File: config.mk
export PLATFORM = sky130hd
export DESIGN_NAME = mode3_cfg_reset_reason_regs
export DESIGN_NICKNAME = d
export VERILOG_FILES = /design/src/inc/reset_regs_pkg.sv /design/src/inc/button_filter_if.sv /design/src/logic/button_debouncer.sv /design/src/logic/mode3_cfg_reset_reason_regs.sv
export SDC_FILE = /design/constraint.sdc
export NUM_CORES = 1
export LEC_CHECK = 0
export BUFFER_PORTS_ARGS = -buffer_cell sky130_fd_sc_hd__buf_2
export CAP_MARGIN = 0
export CORE_UTILIZATION = 59
export DETAILED_ROUTE_END_ITERATION = 12
export PLACE_DENSITY = 0.8
export SETUP_SLACK_MARGIN = 0.3
export SLEW_MARGIN = 10
export SYNTH_ARGS = -nofsm -noshare
export SYNTH_HDL_FRONTEND = slang
export SYNTH_SLANG_ARGS = --single-unit
File: constraint.sdc
create_clock -name sys_clk -period 4.95 [get_ports sys_clk]
set_clock_uncertainty 0.05 [all_clocks]
set_input_delay 0.7425 -clock sys_clk [delete_from_list [all_inputs] [get_ports sys_clk]]
set_output_delay 0.7425 -clock sys_clk [all_outputs]
set_load 0.01 [all_outputs]
File: src/inc/reset_regs_pkg.sv
// constants for the mode 3 configuration and reset-reason register pair
// assumes a 250 MHz core clock and a byte-wide register access port
package reset_regs_pkg;

    // register offsets on the byte register port
    localparam logic [7:0] MODE3_CFG_OFFSET    = 8'h31;
    localparam logic [7:0] RESET_REASON_OFFSET = 8'h71;

    // mode3_config_part3 field layout and reset value
    localparam int         WD_FIELD_LSB        = 6;
    localparam int         OFFSET_SEL_BIT      = 5;
    localparam int         VCODE_LSB           = 0;
    localparam logic [1:0] WD_FIELD_RESET      = 2'h0;
    localparam logic       OFFSET_SEL_RESET    = 1'b0;
    localparam logic [4:0] VCODE_RESET         = 5'h0C;

    // reset_reason_monitor field layout
    localparam int         BUTTON_BIT          = 7;
    localparam int         THERMAL_BIT         = 4;
    localparam int         STORAGE_BIT         = 3;
    localparam int         SOFT_BIT            = 2;
    localparam int         WATCHDOG_BIT        = 1;
    localparam int         LONG_PRESS_BIT      = 0;
    localparam logic [4:0] FLAGS_RESET         = 5'h00;
    localparam logic       BUTTON_RESET        = 1'b1;

    // watchdog field codes
    localparam logic [1:0] WD_OFF              = 2'h0;
    localparam logic [1:0] WD_16S              = 2'h1;
    localparam logic [1:0] WD_32S              = 2'h2;
    localparam logic [1:0] WD_64S              = 2'h3;

    // regulator code mapping, millivolts
    localparam logic [4:0]  VCODE_MAX          = 5'h18;
    localparam logic [11:0] VBASE_MV           = 12'h5DC;   // 1500 mV
    localparam logic [11:0] VSTEP_MV           = 12'h019;   // 25 mV
    localparam logic [11:0] VOFFSET_MV         = 12'h4B0;   // 1200 mV

    // timing: times in their own unit, cycle counts derived
    localparam longint CLK_HZ                  = 250_000_000;
    localparam longint MS_PER_S                = 1000;
    localparam longint TICK_CYCLES             = CLK_HZ / MS_PER_S;  // cycles per 1 ms
    localparam int     DEBOUNCE_MS             = 5;
    localparam int     WD_16S_S                = 16;
    localparam int     WD_32S_S                = 32;
    localparam int     WD_64S_S                = 64;
    localparam int     WD_MS_W                 = 17;                 // holds 64000 ms
    localparam int     DEB_CNT_W               = 4;

endpackage

File: src/inc/button_filter_if.sv
// carries the millisecond tick and power-button levels between the
// register bank and its button debouncer; one clock domain
`timescale 1ns/1ps
`default_nettype none
interface button_filter_if;
    logic tick_ms;     // one-cycle pulse every millisecond
    logic raw_level;   // button pin as sampled
    logic filtered;    // debounced level

    modport bank (output tick_ms, output raw_level, input filtered);
    modport filter (input tick_ms, input raw_level, output filtered);
endinterface
`default_nettype wire

File: src/logic/button_debouncer.sv
// low-level debouncer for the power-button pin
// assumes the pin is already synchronous to sys_clk and tick_ms pulses once per ms
`timescale 1ns/1ps
`default_nettype none
module button_debouncer
    import reset_regs_pkg::*;
#(
    parameter int FILTER_MS = reset_regs_pkg::DEBOUNCE_MS
)
(
    // clock, reset, enable
    input  wire logic            sys_clk,
    input  wire logic            rst,
    input  wire logic            ce,
    // link to the register bank
    button_filter_if.filter      bf
);
    import reset_regs_pkg::*;

    generate
        if (FILTER_MS < 1 || FILTER_MS >= (1 << DEB_CNT_W))
        begin : g_bad
            $error("button_debouncer: FILTER_MS out of range");
        end
    endgenerate

    logic [DEB_CNT_W-1:0] low_ms_q;
    logic [DEB_CNT_W-1:0] low_ms_d;
    logic                 level_q;
    logic                 level_d;
    logic                 low_done;

    // a whole low stretch must span FILTER_MS ticks; a tick already part-way
    // gone makes the first count short by up to one ms, accepted as jitter
    assign low_done = (low_ms_q == DEB_CNT_W'(FILTER_MS - 1)) && bf.tick_ms;
    assign low_ms_d = bf.raw_level ? '0 : (bf.tick_ms && !low_done) ? low_ms_q + 1'b1 : low_ms_q;
    assign level_d  = bf.raw_level ? 1'b1 : (low_done ? 1'b0 : level_q);

    // filter state
    always_ff @(posedge sys_clk)
    begin
        if (rst)
        begin
            low_ms_q <= '0;
            level_q  <= BUTTON_RESET;
        end
        else if (ce)
        begin
            low_ms_q <= low_ms_d;
            level_q  <= level_d;
        end
    end

    assign bf.filtered = level_q;
endmodule
`default_nettype wire

File: src/logic/mode3_cfg_reset_reason_regs.sv
// mode 3 configuration register and reset-reason register with their
// watchdog timer, regulator target decode and power-button filter
// assumes a byte register port fed by the device's I2C target logic, and
// event pulses from the power sequencer, all synchronous to sys_clk
//
// What this block does
// - watchdog field: 00 off, 01 16 s, 10 32 s, 11 64 s in mode 3.
// - offset select adds 0 V or 1.2 V to the coded regulator voltage.
// - voltage code: 1.500 V plus 25 mV per step, codes above 11000 give 2.1 V.
// - config resets to watchdog 00, offset 0, voltage code 01100; all fields read-write.
// - button bit: low shown after 5 ms stable, high at once, read only, resets 1.
// - thermal exit sets bit 4, registers default, cleared by writing 1.
// - storage exit sets bit 3, kept in always-on logic, cleared by writing 1.
// - storage entry or exit clears every reset-reason bit except bit 3.
// - software reset sets bit 2, registers default, cleared by writing 1.
// - watchdog reset sets bit 1, registers kept, cleared by writing 1.
// - long-press reset sets bit 0, registers default, cleared by writing 1.
// - the host reads the reset-reason register at offset 0x71.
`timescale 1ns/1ps
`default_nettype none
module mode3_cfg_reset_reason_regs
    import reset_regs_pkg::*;
#(
    parameter longint TICK_CYC = reset_regs_pkg::TICK_CYCLES,
    parameter int     FILTER_MS = reset_regs_pkg::DEBOUNCE_MS
)
(
    // clock, reset, enable
    input  wire logic        sys_clk,
    input  wire logic        rst,
    input  wire logic        ce,
    // byte register port from the I2C target
    input  wire logic [7:0]  reg_addr,
    input  wire logic        reg_wr,
    input  wire logic [7:0]  reg_wdata,
    input  wire logic        reg_rd,
    output logic      [7:0]  reg_rdata,
    output logic             reg_hit,
    // power-sequencer events, one-cycle pulses
    input  wire logic        thermal_exit,
    input  wire logic        storage_entry,
    input  wire logic        storage_exit,
    input  wire logic        soft_reset_done,
    input  wire logic        long_press_done,
    // watchdog
    input  wire logic        mode3_active,
    input  wire logic        wd_kick,
    output logic             wd_expire,
    // power button and regulator target
    input  wire logic        power_button,
    output logic      [11:0] secondary_linear_regulator_mode3_target_mv
);
    import reset_regs_pkg::*;

    localparam int TICK_W = $clog2(TICK_CYC + 1);

    generate
        if (TICK_CYC < 2 || TICK_W > 32)
        begin : g_bad_tick
            $error("mode3_cfg_reset_reason_regs: TICK_CYC out of range");
        end
    endgenerate

    // watchdog period in ms for a field code; zero means disabled
    function automatic logic [WD_MS_W-1:0] wd_limit_ms(input logic [1:0] code);
        logic [WD_MS_W-1:0] lim;
        lim = '0;
        case (code)
            WD_16S:  lim = WD_MS_W'(WD_16S_S * MS_PER_S);
            WD_32S:  lim = WD_MS_W'(WD_32S_S * MS_PER_S);
            WD_64S:  lim = WD_MS_W'(WD_64S_S * MS_PER_S);
            default: lim = '0;
        endcase
        return lim;
    endfunction

    // regulator target in mV from code and offset select
    function automatic logic [11:0] secondary_linear_regulator_mv(input logic [4:0] code, input logic offs);
        logic [4:0]  clamped;
        logic [11:0] mv;
        clamped = (code > VCODE_MAX) ? VCODE_MAX : code;
        mv      = VBASE_MV + 12'(VSTEP_MV * 12'(clamped));
        return offs ? 12'(mv + VOFFSET_MV) : mv;
    endfunction

    // configuration and flag state
    logic [1:0]        wd_field_q;
    logic [1:0]        wd_field_d;
    logic              offset_sel_q;
    logic              offset_sel_d;
    logic [4:0]        vcode_q;
    logic [4:0]        vcode_d;
    logic [4:0]        flags_q;
    logic [4:0]        flags_d;
    logic              storage_flag_q;
    logic              storage_flag_d;
    logic [TICK_W-1:0] tick_cnt_q;
    logic [TICK_W-1:0] tick_cnt_d;
    logic [WD_MS_W-1:0] wd_ms_q;
    logic [WD_MS_W-1:0] wd_ms_d;
    logic [11:0]       target_q;
    logic [7:0]        rdata_q;
    logic [7:0]        rdata_d;
    logic              expire_q;

    // address decode
    logic sel_cfg;
    logic sel_rr;
    logic wr_cfg;
    logic wr_rr;
    assign sel_cfg = (reg_addr == MODE3_CFG_OFFSET);
    assign sel_rr  = (reg_addr == RESET_REASON_OFFSET);
    assign wr_cfg  = reg_wr && sel_cfg;
    assign wr_rr   = reg_wr && sel_rr;
    assign reg_hit = sel_cfg || sel_rr;

    // events that restore the registers; a watchdog reset does not
    logic power_cycle;
    logic restore;
    assign power_cycle = storage_entry || storage_exit;
    assign restore     = thermal_exit || power_cycle || soft_reset_done || long_press_done;

    // configuration next state: a restore outranks a same-cycle write
    assign wd_field_d   = restore ? WD_FIELD_RESET :
                          wr_cfg  ? reg_wdata[WD_FIELD_LSB +: 2] : wd_field_q;
    assign offset_sel_d = restore ? OFFSET_SEL_RESET :
                          wr_cfg  ? reg_wdata[OFFSET_SEL_BIT] : offset_sel_q;
    assign vcode_d      = restore ? VCODE_RESET :
                          wr_cfg  ? reg_wdata[VCODE_LSB +: 5] : vcode_q;

    // millisecond prescaler shared by watchdog and button filter
    logic tick_ms;
    assign tick_ms    = (tick_cnt_q == TICK_W'(TICK_CYC - 1));
    assign tick_cnt_d = tick_ms ? '0 : tick_cnt_q + 1'b1;

    // watchdog: runs only in mode 3 with a nonzero period; kick, expiry or any
    // restore starts the count over; a restore also sets the field to off
    logic [WD_MS_W-1:0] wd_limit;
    logic               wd_run;
    logic               wd_hit;
    assign wd_limit = wd_limit_ms(wd_field_q);
    assign wd_run   = mode3_active && (wd_field_q != WD_OFF);
    assign wd_hit   = wd_run && tick_ms && (wd_ms_q == wd_limit - 1'b1);
    assign wd_ms_d  = (!wd_run || wd_kick || restore || wd_hit) ? '0 :
                      tick_ms ? wd_ms_q + 1'b1 : wd_ms_q;

    // reset-reason flags: write 1 clears, a same-cycle event still sets
    logic [4:0] flag_set;
    logic [4:0] flag_w1c;
    logic [4:0] flag_kept;
    assign flag_set[THERMAL_BIT]    = thermal_exit;
    assign flag_set[STORAGE_BIT]    = 1'b0;
    assign flag_set[SOFT_BIT]       = soft_reset_done;
    assign flag_set[WATCHDOG_BIT]   = wd_hit;
    assign flag_set[LONG_PRESS_BIT] = long_press_done;
    assign flag_w1c  = wr_rr ? reg_wdata[4:0] : 5'h00;
    assign flag_kept = power_cycle ? FLAGS_RESET : (flags_q & ~flag_w1c);
    assign flags_d   = flag_kept | flag_set;

    // storage flag lives apart so a core power cycle cannot touch it
    assign storage_flag_d = storage_exit ? 1'b1 :
                            (wr_rr && reg_wdata[STORAGE_BIT]) ? 1'b0 : storage_flag_q;

    // button filter
    button_filter_if bf ();
    assign bf.tick_ms   = tick_ms;
    assign bf.raw_level = power_button;

    button_debouncer #(
        .FILTER_MS (FILTER_MS)
    ) u_button (
        .sys_clk (sys_clk),
        .rst     (rst),
        .ce      (ce),
        .bf      (bf.filter)
    );

    // read view; reserved bits 6:5 are fixed at zero
    logic [7:0] cfg_view;
    logic [7:0] rr_view;
    assign cfg_view = {wd_field_q, offset_sel_q, vcode_q};
    assign rr_view  = {bf.filtered, 2'b00, flags_q[THERMAL_BIT], storage_flag_q,
                       flags_q[SOFT_BIT], flags_q[WATCHDOG_BIT], flags_q[LONG_PRESS_BIT]};
    assign rdata_d  = !reg_rd ? rdata_q :
                      sel_cfg ? cfg_view :
                      sel_rr  ? rr_view : 8'h00;

    // core register state
    always_ff @(posedge sys_clk)
    begin
        if (rst)
        begin
            wd_field_q   <= WD_FIELD_RESET;
            offset_sel_q <= OFFSET_SEL_RESET;
            vcode_q      <= VCODE_RESET;
            flags_q      <= FLAGS_RESET;
        end
        else if (ce)
        begin
            wd_field_q   <= wd_field_d;
            offset_sel_q <= offset_sel_d;
            vcode_q      <= vcode_d;
            flags_q      <= flags_d;
        end
    end

    // always-on storage flag; cleared by the power-on reset or by writing 1 to bit 3
    always_ff @(posedge sys_clk)
    begin
        if (rst)
        begin
            storage_flag_q <= 1'b0;
        end
        else if (ce)
        begin
            storage_flag_q <= storage_flag_d;
        end
    end

    // timers and registered outputs
    always_ff @(posedge sys_clk)
    begin
        if (rst)
        begin
            tick_cnt_q <= '0;
            wd_ms_q    <= '0;
            expire_q   <= 1'b0;
            rdata_q    <= 8'h00;
            target_q   <= secondary_linear_regulator_mv(VCODE_RESET, OFFSET_SEL_RESET);
        end
        else if (ce)
        begin
            tick_cnt_q <= tick_cnt_d;
            wd_ms_q    <= wd_ms_d;
            expire_q   <= wd_hit;
            rdata_q    <= rdata_d;
            target_q   <= secondary_linear_regulator_mv(vcode_q, offset_sel_q);
        end
    end

    assign reg_rdata            = rdata_q;
    assign wd_expire            = expire_q;
    assign secondary_linear_regulator_mode3_target_mv = target_q;
endmodule
`default_nettype wire
[Word level (Yosys, flattened, before mapping)]
Cells that the tools add are included.
Word-level totals
  register bits: 75
  bits of input ports: 29
  output and inout bits: 22
  word-level logic and storage cells: 83
Operators by class
  $add $sub $neg: 6
  $mul: 1
  magnitude comparators: 1
  equality and inequality tests: 8
  muxes and demuxes: 22
  bitwise gates (word level): 3
  reductions and logical operators: 30
Operator list (number)
  $pmux 16 s3: 1
  $mux 17: 2
  $mux 5: 5
  $add 18x1->18 const B: 1
  $eq 18x18->1 const B: 1
  $mux 18: 1
  $add 17x1->17 const B: 1
  $eq 17x17->1: 1
  $sub 17x1->17 const B: 1
  $mux 8: 2
  $add 11x10->12 const A: 1
  $add 12x11->12 const B: 1
  $mux 12: 1
  $reduce_and 2->1: 6
  $reduce_bool 2->1: 6
  $mul 5x5->10 const A: 1
  $eq 8x6->1 const B: 1
  $eq 8x7->1 const B: 1
  $logic_and 1x1->1: 8
  $logic_or 1x1->1: 8
  $mux 4: 2
  $mux 1: 6
  $and 5x5->5: 1
  $gt 5x5->1 const B: 1
  8 further kinds: 11

[Logic depth before layout (Yosys ltp)]
Gate-level depths: netlist of run 1.
  depth in word-level cells: 8
  depth in mapped cells: 14
  mapped depth without buffers: 14

[By module]
A second synthesis of run 1 with hierarchy kept.
Second synthesis, totals
  cells, all modules: 482
  area total of the unflattened synthesis: 4152.7 µm²
Modules (own cells, without submodules)
  mode3_cfg_reset_reason_regs: instances 1, cells an instance 451, area each 3873.7 µm², sequential area each 1381.3 µm²
  button_debouncer: instances 1, cells an instance 31, area each 279.0 µm², sequential area each 100.1 µm²

[Least setup slack after synthesis of run 1]
Ideal clock, no wire load.
  path kind: register to register
  start: register vcode_q[3]
  end: register target_q[11] (netlist: secondary_linear_regulator_mode3_target_mv[11])
  library setup time: 0.063 ns
  data arrival time: 3.662 ns
  required time: 4.837 ns
  slack: 1.175 ns
  cell stages (with the launch flop): 13
  buffers on the path: 0
  period minus slack after synthesis: 3.775 ns
  path through: dfxtp_1 ha_1 nor2b_1 ha_1 fa_1 ha_1 ha_1 fa_1 and3_1 o21ai_0 o2111ai_1 or3_1 nand3_1
Between the ends
  longest elaborated chain between the ends: 6
RTL lines
  start, declared: RTL line mode3_cfg_reset_reason_regs.sv:91  | logic [4:0] vcode_q;
  start signal, assigned: RTL line mode3_cfg_reset_reason_regs.sv:202  | vcode_q <= vcode_d;
  $gt 5x5->1: RTL line mode3_cfg_reset_reason_regs.sv:81  | clamped = (code > VCODE_MAX) ? VCODE_MAX : code;
  $mux 5 *: RTL line mode3_cfg_reset_reason_regs.sv:81
  $mul 5x5->10 *: RTL line mode3_cfg_reset_reason_regs.sv:82  | mv = VBASE_MV + 12'(VSTEP_MV * 12'(clamped));
  $add 11x10->12 *: RTL line mode3_cfg_reset_reason_regs.sv:82
  $add 12x11->12: RTL line mode3_cfg_reset_reason_regs.sv:83  | return offs ? 12'(mv + VOFFSET_MV) : mv;
  $mux 12 *: RTL line mode3_cfg_reset_reason_regs.sv:83
  end signal, assigned: RTL line mode3_cfg_reset_reason_regs.sv:229  | target_q <= secondary_linear_regulator_mv(VCODE_RESET, OFFSET_SEL_RESET);
  end signal, assigned: RTL line mode3_cfg_reset_reason_regs.sv:237  | target_q <= secondary_linear_regulator_mv(vcode_q, offset_sel_q);
  end, declared: RTL line mode3_cfg_reset_reason_regs.sv:101  | logic [11:0] target_q;
Mark *: on every way between the ends. The rest lies on a longest branch, timed or not.
A chain may end at the register's enable or synchronous reset.

[Final worst setup path of run 1]
Ends and elaborated chain as after synthesis.

==> results of run 1 <==
==> metal layers <==
layer	up-vias	global-route usage, %	share of wire, %
li1	1928	-	-
met1	1857	36.2	48
met2	117	42.8	45
met3	14	4.08	5.1
met4	0	10.9	1.7
met5	-	0	0
==> tightest hold or removal path: cells and delay by family, from the launching register on <==
family             cells  cell delay, ns
DFF                    1            0.31
and+or+nand+nor        1            0.05
AOI/OAI and AO/OA      1            0.05
==> flip-flops by register name (all words and copies together), names as in the netlist <==
signal,flops
storage_flag_q,1
wd_expire,1
vcode_q,5
offset_sel_q,1
tick_cnt_q,18
wd_ms_q,17
reg_rdata,8
u_button.bf.filtered,1
wd_field_q,2
u_button.low_ms_q,4
flags_q,4
secondary_linear_regulator_mode3_target_mv,12
==> cells by family (layout without fill, tap and decap cells) <==
| kind of cell | after synthesis | count (layout) |
|---|---|---|
| AND/OR/NAND/NOR | 213 | 213 |
| AO/OA/AOI/OAI | 112 | 112 |
| flip-flops | 74 | 74 |
| buffers and inverters | 55 | 97 |
| XOR/XNOR | 29 | 29 |
| adder cells (fa/ha/maj) | 28 | 28 |
| multiplexers | 5 | 5 |
==> cell usage in the layout (no fill, tap or decap), drive strengths merged, types with 4 or more instances in the layout <==
cell,netlist,routed
a211oi,5,5
a21o,4,4
a21oi,41,41
a221oi,6,6
a31oi,5,5
and3,7,7
buf,8,51
clkbuf,17,10
dfxtp,74,74
fa,4,4
ha,24,24
inv,30,31
mux2i,4,4
nand2,31,31
nand2b,16,16
nand3,25,25
nand3b,4,4
nand4,8,8
nor2,52,52
nor2b,7,7
nor3,11,11
nor3b,5,5
nor4,5,5
o2111ai,4,4
o211ai,5,5
o21ai,19,19
o31ai,5,5
o41ai,6,6
or2,4,4
or3,11,11
or4,9,9
or4b,4,4
xnor2,17,17
xor2,12,12
==> per-stage QoR <==
step | hold WS [ns] | cell area (µm²) | utilization (%)
after floorplan | 0.394 | 4260 | -
after global routing | 0.442 | 4790 | 69.8
after global placement | 0.385 | 4540 | 66.1
after detailed placement | 0.394 | 4540 | 66.1
after CTS | 0.403 | 4790 | 69.8
final | 0.400 | 4790 | 69.8
==> cell type report <==
type	count	share of cell area (%)
Multi-Input combinational cell	387	53.6
Inverter	30	2.35
Timing Repair Buffer	51	5.38
Clock inverter	6	2.35
Clock buffer	10	2.87
Sequential cell	74	30.9
Tap cell	96	2.51
==> how the worst max path moves through the flow <==
stage	startpoint	endpoint	slack (ns)	cells past startpoint
finish	vcode_q[3]	secondary_linear_regulator_mode3_target_mv[11]	0.74	12
global route	vcode_q[3]	secondary_linear_regulator_mode3_target_mv[11]	0.49	12
CTS	vcode_q[3]	secondary_linear_regulator_mode3_target_mv[11]	0.77	12
detailed placement	vcode_q[3]	secondary_linear_regulator_mode3_target_mv[11]	0.82	12
global placement	vcode_q[3]	secondary_linear_regulator_mode3_target_mv[11]	1.00	12
floorplan	vcode_q[3]	secondary_linear_regulator_mode3_target_mv[11]	1.18	12
==> power groups by stage <==
stage / logic, mW / clock network, mW / registers, mW
after floorplan: 0.0601 / 0 / 0.627
after global placement: 0.0921 / 0 / 0.625
after detailed placement: 0.0937 / 0 / 0.626
after CTS: 0.0946 / 0.594 / 0.611
after global routing: 0.106 / 0.618 / 0.613
final: 0.0948 / 0.589 / 0.612
==> out/results.ini, run 1 <==
[sta]
tightest_slew_ns=1.17
fin_tns_setup_ns=0
finalCritPeriodShare_pct=85.0
setup_viol=0
layout_min_cycle_time_ns=4.21
max_freq_mhz=238
hold_violations=0
fin_ws_ns=0.744
rsz0062_at_grt=false
worst_slew_margin_rel_pct=21.7
drv_slew=0

[clock_tree]
post_cts_resized=0
clock_latency_ns=0.36
htreeDepth=3
cts_buffers=9
clkTransAtPathRegs_ns=0.08
clockBufferDepth=2
cts_tree=built
cts.sinks=74
root_buffer=clkbuf_8
cts_setup_buffers=0
cts_hold_buf=0

[layout]
multi_input_area_um2=2570
finalNetCount=610
n_antenna_cell=0
n_fill_cell=561
instances_no_fill=654
drive_gt1_share_pct=14.0
area_delta_synth_final_pct=12.4
regArea_um2=1480

[power_and_ir_drop]
ir_worst_vdd_uv=168
p_int_uw=992
p_per_area_nw_per_um2=270
combPwrFrac_pct=7.3
clkPwrFrac_pct=45.5
p_leak_nw=1.76
p_sw_share_pct=23.4
power.total_mw=1.30
sequentialPowerShare_pct=47.2
p_switching_uw=304

[setup_path]
cp.arrival_ns=4.45
worst-path-buf-inv=0
end_kind=register
r2r_end=secondary_linear_regulator_mode3_target_mv[11]
crit_family=adder cells
r2r-start=vcode_q[3]
reg2reg_slack_ns=0.74
path_max_fanout=10
ff2ff_path_depth=12
cp_slowest_cell=fa_1
worst_path_most_repeated_cell=ha_1
worst_ep_required_time_ns=5.19
max_stage_delay_ns=0.45
path_class=register to register
startpoint_type=register
crit_chain=ha_1, nor2b_1, ha_1, fa_1, ha_1, ha_1, fa_1, and3_1, o21ai_0, o2111ai_1, or3_1, nand3_1

[yosys]
synthMuxAreaShare_pct=1.20
ys.flop_type=dfxtp_1
synth.largest_area_cell=dfxtp_1
syn_inst=516
ys_ff_latch=74
synth-edff-count=0
ys_types=56
synth_common_cells=74 x dfxtp_1, 51 x nor2_1, 40 x a21oi_1
synth-compound-area-share_pct=16.8
yosys_warnings=0
syn_area_per_cell_um2=8.26
ys_seq_area_share_pct=34.7
synth_top_area_share_pct=34.7
synth_top_family_by_area=simple AND/OR/NAND/NOR gates
netlist_area_um2=4260
synthTopCellsByArea=dfxtp_1 35%, ha_1 7.0%, a21oi_1 4.7%, nor2_1 4.5%, xnor2_1 3.5%
synth-simple-area-share_pct=27.4
postSynth.asyncResetShare_pct=0
synth_fa_ha_area_share_pct=8.92
yosysMostFrequentCell=dfxtp_1
synth.net_count=573
synthXorXnorAreaFrac_pct=5.96

[route]
viasPerCell=5.99
avgRoutedWirePerCell_um=14.7
drc=0
drt_iter0_markers=188
wl_um=9600
postRouteAntennaNets=0
drtPass1Iterations=4
num_vias=3916

[placement]
gp_congestion=0.895
dpl.cell_count=638
dp_slack_ns=0.816
io_buffers=50
hpwl_um=6670

[global_route]
gr-total-overflow=0
grt_usage_pct=26.8
grt_pass1_vias=3563
grt_pass1_wl_um=16100
antenna_found_initial=0
grt_max_degree=47

[worst_hold_path]
hp-class=register to register
hold_end=reg_rdata[6]
min_from=reg_rdata[6]
holdPathStages=2

[floorplanning]
rows=30
die-area_um2=7570
fp.dieW_um=87.0
start_util_pct=62.1
fp.dieH_um=87.0
core_um2=6870
pin_count=51

[status]
status=complete, no violations

[run]
maxCapViolations=0

No activity file was read; power rests on OpenSTA's default activity.
==> inputs of run 2 (changes only) <==
--- a/config.mk
+++ b/config.mk
@@ -7,9 +7,9 @@
 export LEC_CHECK = 0
 export BUFFER_PORTS_ARGS = -buffer_cell sky130_fd_sc_hd__buf_2
 export CAP_MARGIN = 0
-export CORE_UTILIZATION = 59
+export CORE_UTILIZATION = 53
 export DETAILED_ROUTE_END_ITERATION = 12
-export PLACE_DENSITY = 0.8
+export PLACE_DENSITY = 0.76
 export SETUP_SLACK_MARGIN = 0.3
 export SLEW_MARGIN = 10
 export SYNTH_ARGS = -nofsm -noshare
==> constraint.sdc (replaced) <==
create_clock -name sys_clk -period 3.5 [get_ports sys_clk]
set_clock_uncertainty 0.05 [all_clocks]
set_input_delay 0.525 -clock sys_clk [delete_from_list [all_inputs] [get_ports sys_clk]]
set_output_delay 0.525 -clock sys_clk [all_outputs]
set_load 0.01 [all_outputs]
==> run 2 against run 1 <==
Net effect: sequential power rose by 41%; first-iteration DRC count down 28%; wire length increased by 3.8%; worst hold slack lost 0.0025 ns; critical path type unchanged; critical endpoint is now secondary_linear_regulator_mode3_target_mv[10]; highest routed layer unchanged.
==> out/results.ini, run 2 (synthesis results as in run 1) <==
[clock_tree]
cts_buffers=9  ; unchanged
clock_latency_ns=0.35  ; about the same
cts.sinks=74  ; unchanged
cts_tree=built
clockBufferDepth=2  ; unchanged
htreeDepth=3  ; unchanged
clkTransAtPathRegs_ns=0.08  ; about the same
root_buffer=clkbuf_8

[placement]
gp_congestion=0.899  ; +0.36%
dp_slack_ns=0.0120  ; -0.804 ns
hpwl_um=7020  ; +5.2%
io_buffers=50  ; unchanged

[route]
wl_um=9970  ; +3.8%
viasPerCell=5.80  ; -3.1%
drtPass1Iterations=5  ; +1
drt_iter0_markers=135  ; -28%
drc=0  ; unchanged
num_vias=3917  ; +0.026%
postRouteAntennaNets=0  ; unchanged
avgRoutedWirePerCell_um=14.8  ; +0.58%

[setup_path]
r2r_end=secondary_linear_regulator_mode3_target_mv[10]
crit_end=secondary_linear_regulator_mode3_target_mv[10]
ff2ff_path_depth=12  ; unchanged
startpoint_type=register
worst_ep_required_time_ns=3.68  ; -1.51 ns
path_max_fanout=5  ; -5
path_class=register to register
cp-startpoint=vcode_q[3]
reg2reg_slack_ns=0.08  ; -0.66 ns
r2r-start=vcode_q[3]
end_kind=register
cp.arrival_ns=3.60  ; -0.85 ns

[layout]
n_antenna_cell=0  ; unchanged
drive_gt1_share_pct=22.2  ; +8.2 points
finalNetCount=625  ; +2.5%
area_delta_synth_final_pct=19.1
final_common_cell=dfxtp_1
top_register=tick_cnt_q
final_core_util_pct=65.4  ; -4.4 points
largest_reg_flops=18  ; unchanged
final_cell_mix=72 x dfxtp_1, 50 x buf_2, 49 x nor2_1

[floorplanning]
fp.dieW_um=91.7  ; +5.4%
pin_count=51  ; unchanged
core_um2=7770  ; +13%
start_util_pct=54.9  ; -7.2 points
fp.dieH_um=91.7  ; +5.4%
rows=32  ; +6.7%
die-area_um2=8410  ; +11%

[power_and_ir_drop]
ir_worst_vdd_uv=208  ; +24%
p_leak_nw=1.82  ; +3.3%
p_per_area_nw_per_um2=330  ; +22%

[sta]
setup_viol=0  ; unchanged
tightest_slew_ns=0.902  ; -0.271 ns
worst_slew_margin_rel_pct=39.3  ; +18 points
rsz0062_at_grt=true
layout_min_cycle_time_ns=3.42  ; -0.787 ns
fin_ws_ns=0.0811  ; -0.663 ns
fin_tns_setup_ns=0  ; unchanged
drv_slew=0  ; unchanged
finalCritPeriodShare_pct=97.7  ; +13 points
max_freq_mhz=292  ; +23%
hold_violations=0  ; unchanged

[global_route]
gr-total-overflow=0  ; unchanged
grt_pass1_vias=3622  ; +1.7%
grt_max_degree=47  ; unchanged
grt_usage_pct=24.0  ; -2.8 points
antenna_found_initial=0  ; unchanged
grt_pass1_wl_um=16500  ; +2.6%

[run]
maxCapViolations=0  ; unchanged

[status]
status=complete, no violations

[worst_hold_path]
hp-class=input pin to register

-- run 2: cell types whose count changed in the layout (fill, tap and decap cells not counted), sizes merged --
cell      delta
bufinv       -2
clkinvlp     +1
buf         +15
clkinv       +1
-- run 2: worst max-delay path, stage by stage (launching register included) --
cell and delay, ns:
dfxtp_4 0.36, ha_4 0.19, nor2b_4 0.18, ha_4 0.22, fa_2 0.54, ha_4 0.21
ha_4 0.15, fa_2 0.37, and3_4 0.21, or3_4 0.34, o211ai_1 0.16, o211ai_1 0.12
nor3b_2 0.18
-- run 2: through the flow --
stage,power [mW],instance area (µm²),hold slack (ns),instances
3_5_place_dp,1.03,4770,0.397,654
6_report,1.68,5080,0.398,675
3_3_place_gp,1.03,4770,0.384,654
4_1_cts,1.69,5040,0.385,675
2_1_floorplan,0.978,4410,0.394,516
5_1_grt,1.75,5080,0.399,675
-- run 2: what timing repair did --
item,CTS,global route
pin swaps,17,8
hold buffers,0,0
endpoints found under the setup margin,7,7
buffers inserted,5,0
resized for setup,7,11
-- run 2: layout make-up --
type / count / area [µm²]
multi-input cells: 387 / 2790
fillers: 662 / 2690
flip-flops and latches: 74 / 1490
repair buffers: 66 / 370
clock buffers: 10 / 128
well taps: 102 / 128
inverters: 30 / 113
clock inverters: 6 / 66.3
-- run 2: worst min-delay path by stage --
stage / start / endpoint / slack (ns) / cells past startpoint
after detailed placement: reg_rdata[5] / reg_rdata[5] / 0.40 / 2
final: reg_wdata[6] / wd_field_q[0] / 0.40 / 3
after floorplan: u_button.bf.filtered / u_button.bf.filtered / 0.39 / 2
after CTS: reg_wdata[1] / vcode_q[1] / 0.39 / 3
after global placement: reg_rdata[6] / reg_rdata[6] / 0.38 / 2
after global routing: reg_wdata[4] / vcode_q[4] / 0.40 / 3
-- run 2: power by group --
group	leakage (nW)	switching, mW	total (mW)	internal, mW
Clock	0.0968	0.330	0.661	0.331
Combinational	1.12	0.0903	0.153	0.0632
Sequential	0.600	0.00942	0.864	0.854
Total	1.82	0.430	1.68	1.25
-- run 2: routing by layer --
layer | track usage [%] | vias up | part of all wire (%)
li1 | - | 1962 | -
met1 | 32.9 | 1861 | 49
met2 | 38.7 | 83 | 46
met3 | 4.64 | 11 | 3.8
met4 | 6.64 | 0 | 0.78
met5 | 0 | - | 0
==> inputs of run 3 (changes only) <==
--- a/config.mk
+++ b/config.mk
@@ -7,7 +7,9 @@
 export LEC_CHECK = 0
 export BUFFER_PORTS_ARGS = -buffer_cell sky130_fd_sc_hd__buf_2
 export CAP_MARGIN = 0
-export CORE_UTILIZATION = 53
+export CELL_PAD_IN_SITES_DETAIL_PLACEMENT = 1
+export CELL_PAD_IN_SITES_GLOBAL_PLACEMENT = 2
+export CORE_UTILIZATION = 32
 export DETAILED_ROUTE_END_ITERATION = 12
 export PLACE_DENSITY = 0.76
 export SETUP_SLACK_MARGIN = 0.3
==> run 3 against run 2 <==
Net effect: worst hold slack gained 0.0023 ns; sequential power hardly changed; clock power up 54%; sequential cell count did not move; power is 22% higher; non-clock buffer count is 3 higher; sequential share of layout area shrank 1.3 points.
==> out/results.ini, run 3 (synthesis results as in run 1) <==
[clock_tree]
htreeDepth=3  ; unchanged
clkTransAtPathRegs_ns=0.06  ; -0.02 ns
clock_latency_ns=0.35  ; about the same
clockBufferDepth=2  ; unchanged
root_buffer=clkbuf_16
cts.sinks=74  ; unchanged
cts_buffers=9  ; unchanged
cts_hold_buf=0  ; unchanged
cts_tree=built

[worst_hold_path]
hp-class=input pin to register

[floorplanning]
core_um2=12800  ; +65%
rows=41  ; +28%
fp.dieH_um=117  ; +28%
die-area_um2=13800  ; +64%
pin_count=51  ; unchanged
fp.dieW_um=117  ; +28%
start_util_pct=33.2  ; -22 points

[global_route]
gr-total-overflow=0  ; unchanged
grt_pass1_vias=4169  ; +15%
grt_pass1_wl_um=20400  ; +24%
antenna_found_initial=1  ; +1
grt_max_degree=28  ; -40%
grt_usage_pct=18.4  ; -5.6 points

[status]
status=complete, no violations

[sta]
tightest_slew_ns=1.08  ; +0.183 ns
drv_slew=0  ; unchanged
fin_ws_ns=0.0641  ; -0.0169 ns
finalCritPeriodShare_pct=98.2  ; +0.48 points
max_freq_mhz=291  ; -0.49%
worst_slew_margin_rel_pct=27.5  ; -12 points
layout_min_cycle_time_ns=3.44  ; +0.0169 ns
fin_tns_setup_ns=0  ; unchanged
rsz0062_at_grt=true
hold_violations=0  ; unchanged
setup_viol=0  ; unchanged

[placement]
io_buffers=50  ; unchanged
hpwl_um=8850  ; +26%
dpl.cell_count=725  ; +11%
dp_slack_ns=-0.0193  ; -0.0313 ns
gp_congestion=0.777  ; -14%

[power_and_ir_drop]
ir_worst_vdd_uv=220  ; +5.4%
p_leak_nw=1.91  ; +4.9%
p_per_area_nw_per_um2=384  ; +16%

[layout]
n_antenna_cell=0  ; unchanged
drive_gt1_share_pct=21.9  ; -0.29 points
final_common_cell=dfxtp_1
n_fill_cell=1554  ; +130%
area_delta_synth_final_pct=24.6
finalNetCount=628  ; +0.48%
final_core_util_pct=41.4  ; -24 points
largest_reg_flops=18  ; unchanged
top_register=tick_cnt_q
final_cell_mix=72 x dfxtp_1, 50 x buf_2, 49 x nor2_1
instances_no_fill=748  ; +11%

[route]
wl_um=12000  ; +20%
viasPerCell=5.34  ; -8.0%
avgRoutedWirePerCell_um=16.0  ; +8.3%
drtPass1Iterations=4  ; -1
num_vias=3993  ; +1.9%
drt_iter0_markers=211  ; +56%
drc=0  ; unchanged
postRouteAntennaNets=0  ; unchanged

[setup_path]
cp_slowest_cell=fa_2
path_class=register to register
crit_end=secondary_linear_regulator_mode3_target_mv[10]
r2r_end=secondary_linear_regulator_mode3_target_mv[10]
startpoint_type=register
ff2ff_path_depth=14  ; +2
worst_ep_required_time_ns=3.67  ; about the same
path_max_fanout=6  ; +1
cp-startpoint=vcode_q[3]
reg2reg_slack_ns=0.06  ; -0.02 ns
max_stage_delay_ns=0.61  ; +0.07 ns
cp.arrival_ns=3.61  ; about the same
crit_chain=ha_4, nor2_4, inv_1, fa_1, inv_1, fa_1, inv_2, fa_2, inv_2, ha_4, o22ai_4, o211ai_1, nor4_1, nor3b_2
end_kind=register
r2r-start=vcode_q[3]

[run]
maxCapViolations=0  ; unchanged

==> run 3: changes by cell type in the layout (fill, tap and decap cells not counted), sizes merged <==
cell	delta
clkinv	-1
buf	+3
clkinvlp	-1
inv	-1
clkbuf	+3
==> run 3: worst max-delay path: cells and delay by family, from the launching register on <==
family          cells  cell delay [ns]
compound gates      2             0.28
buf+inv             4             0.25
flops               1             0.35
fa+ha+maj           5             1.96
simple gates        3             0.44
==> run 3: stage by stage <==
step | instance area, µm² | hold WS [ns] | power (mW)
floorplan | 4410 | 0.394 | 0.978
global placement | 4860 | 0.390 | 1.03
detailed placement | 4860 | 0.398 | 1.04
CTS | 5240 | 0.390 | 2.07
global route | 5320 | 0.400 | 2.12
finish | 5320 | 0.400 | 2.04
==> run 3: layout make-up <==
class                           instances  area [µm²]  area share (%)
Tap cell                              172         215            4.05
Inverter                               30         113            2.12
Clock buffer                           13         282            5.30
Sequential cell                        74        1490            28.0
Multi-Input combinational cell        387        2780            52.3
Timing Repair Buffer                   69         393            7.39
Clock inverter                          3        43.8           0.824
==> run 3: routing by layer <==
layer,wire [µm],global-route usage [%],vias up,part of all wire (%)
met5,10,0,-,0.084
met4,208,7.71,2,1.7
met3,381,4.28,16,3.2
met2,5510,29.7,57,46
met1,5850,23.6,1953,49
li1,-,-,1965,-
==> run 3: what timing repair did <==
item | 4_1_cts | 5_1_grt
gates resized for setup | 5 | 9
setup buffers | 3 | 4
pin swaps | 10 | 11
gates cloned | 0 | 0
endpoints found under the setup margin | 7 | 7
==> run 3: worst min path at each step <==
stage                                     from              endpoint  slack, ns  depth (start not counted)
after floorplan           u_button.bf.filtered  u_button.bf.filtered       0.39                          2
after global placement            reg_rdata[5]          reg_rdata[5]       0.39                          2
after detailed placement          reg_rdata[5]          reg_rdata[5]       0.40                          2
after CTS                         reg_wdata[6]         wd_field_q[0]       0.39                          3
after global routing           soft_reset_done            flags_q[2]       0.40                          3
final                             reg_wdata[6]         wd_field_q[0]       0.40                          3
==> run 3: report_power, final <==
| group | internal, mW | leakage [nW] | switching, mW |
|---|---|---|---|
| Clock | 0.635 | 0.161 | 0.384 |
| Sequential | 0.855 | 0.600 | 0.00949 |
| Combinational | 0.0644 | 1.15 | 0.0947 |
| Total | 1.55 | 1.91 | 0.489 |
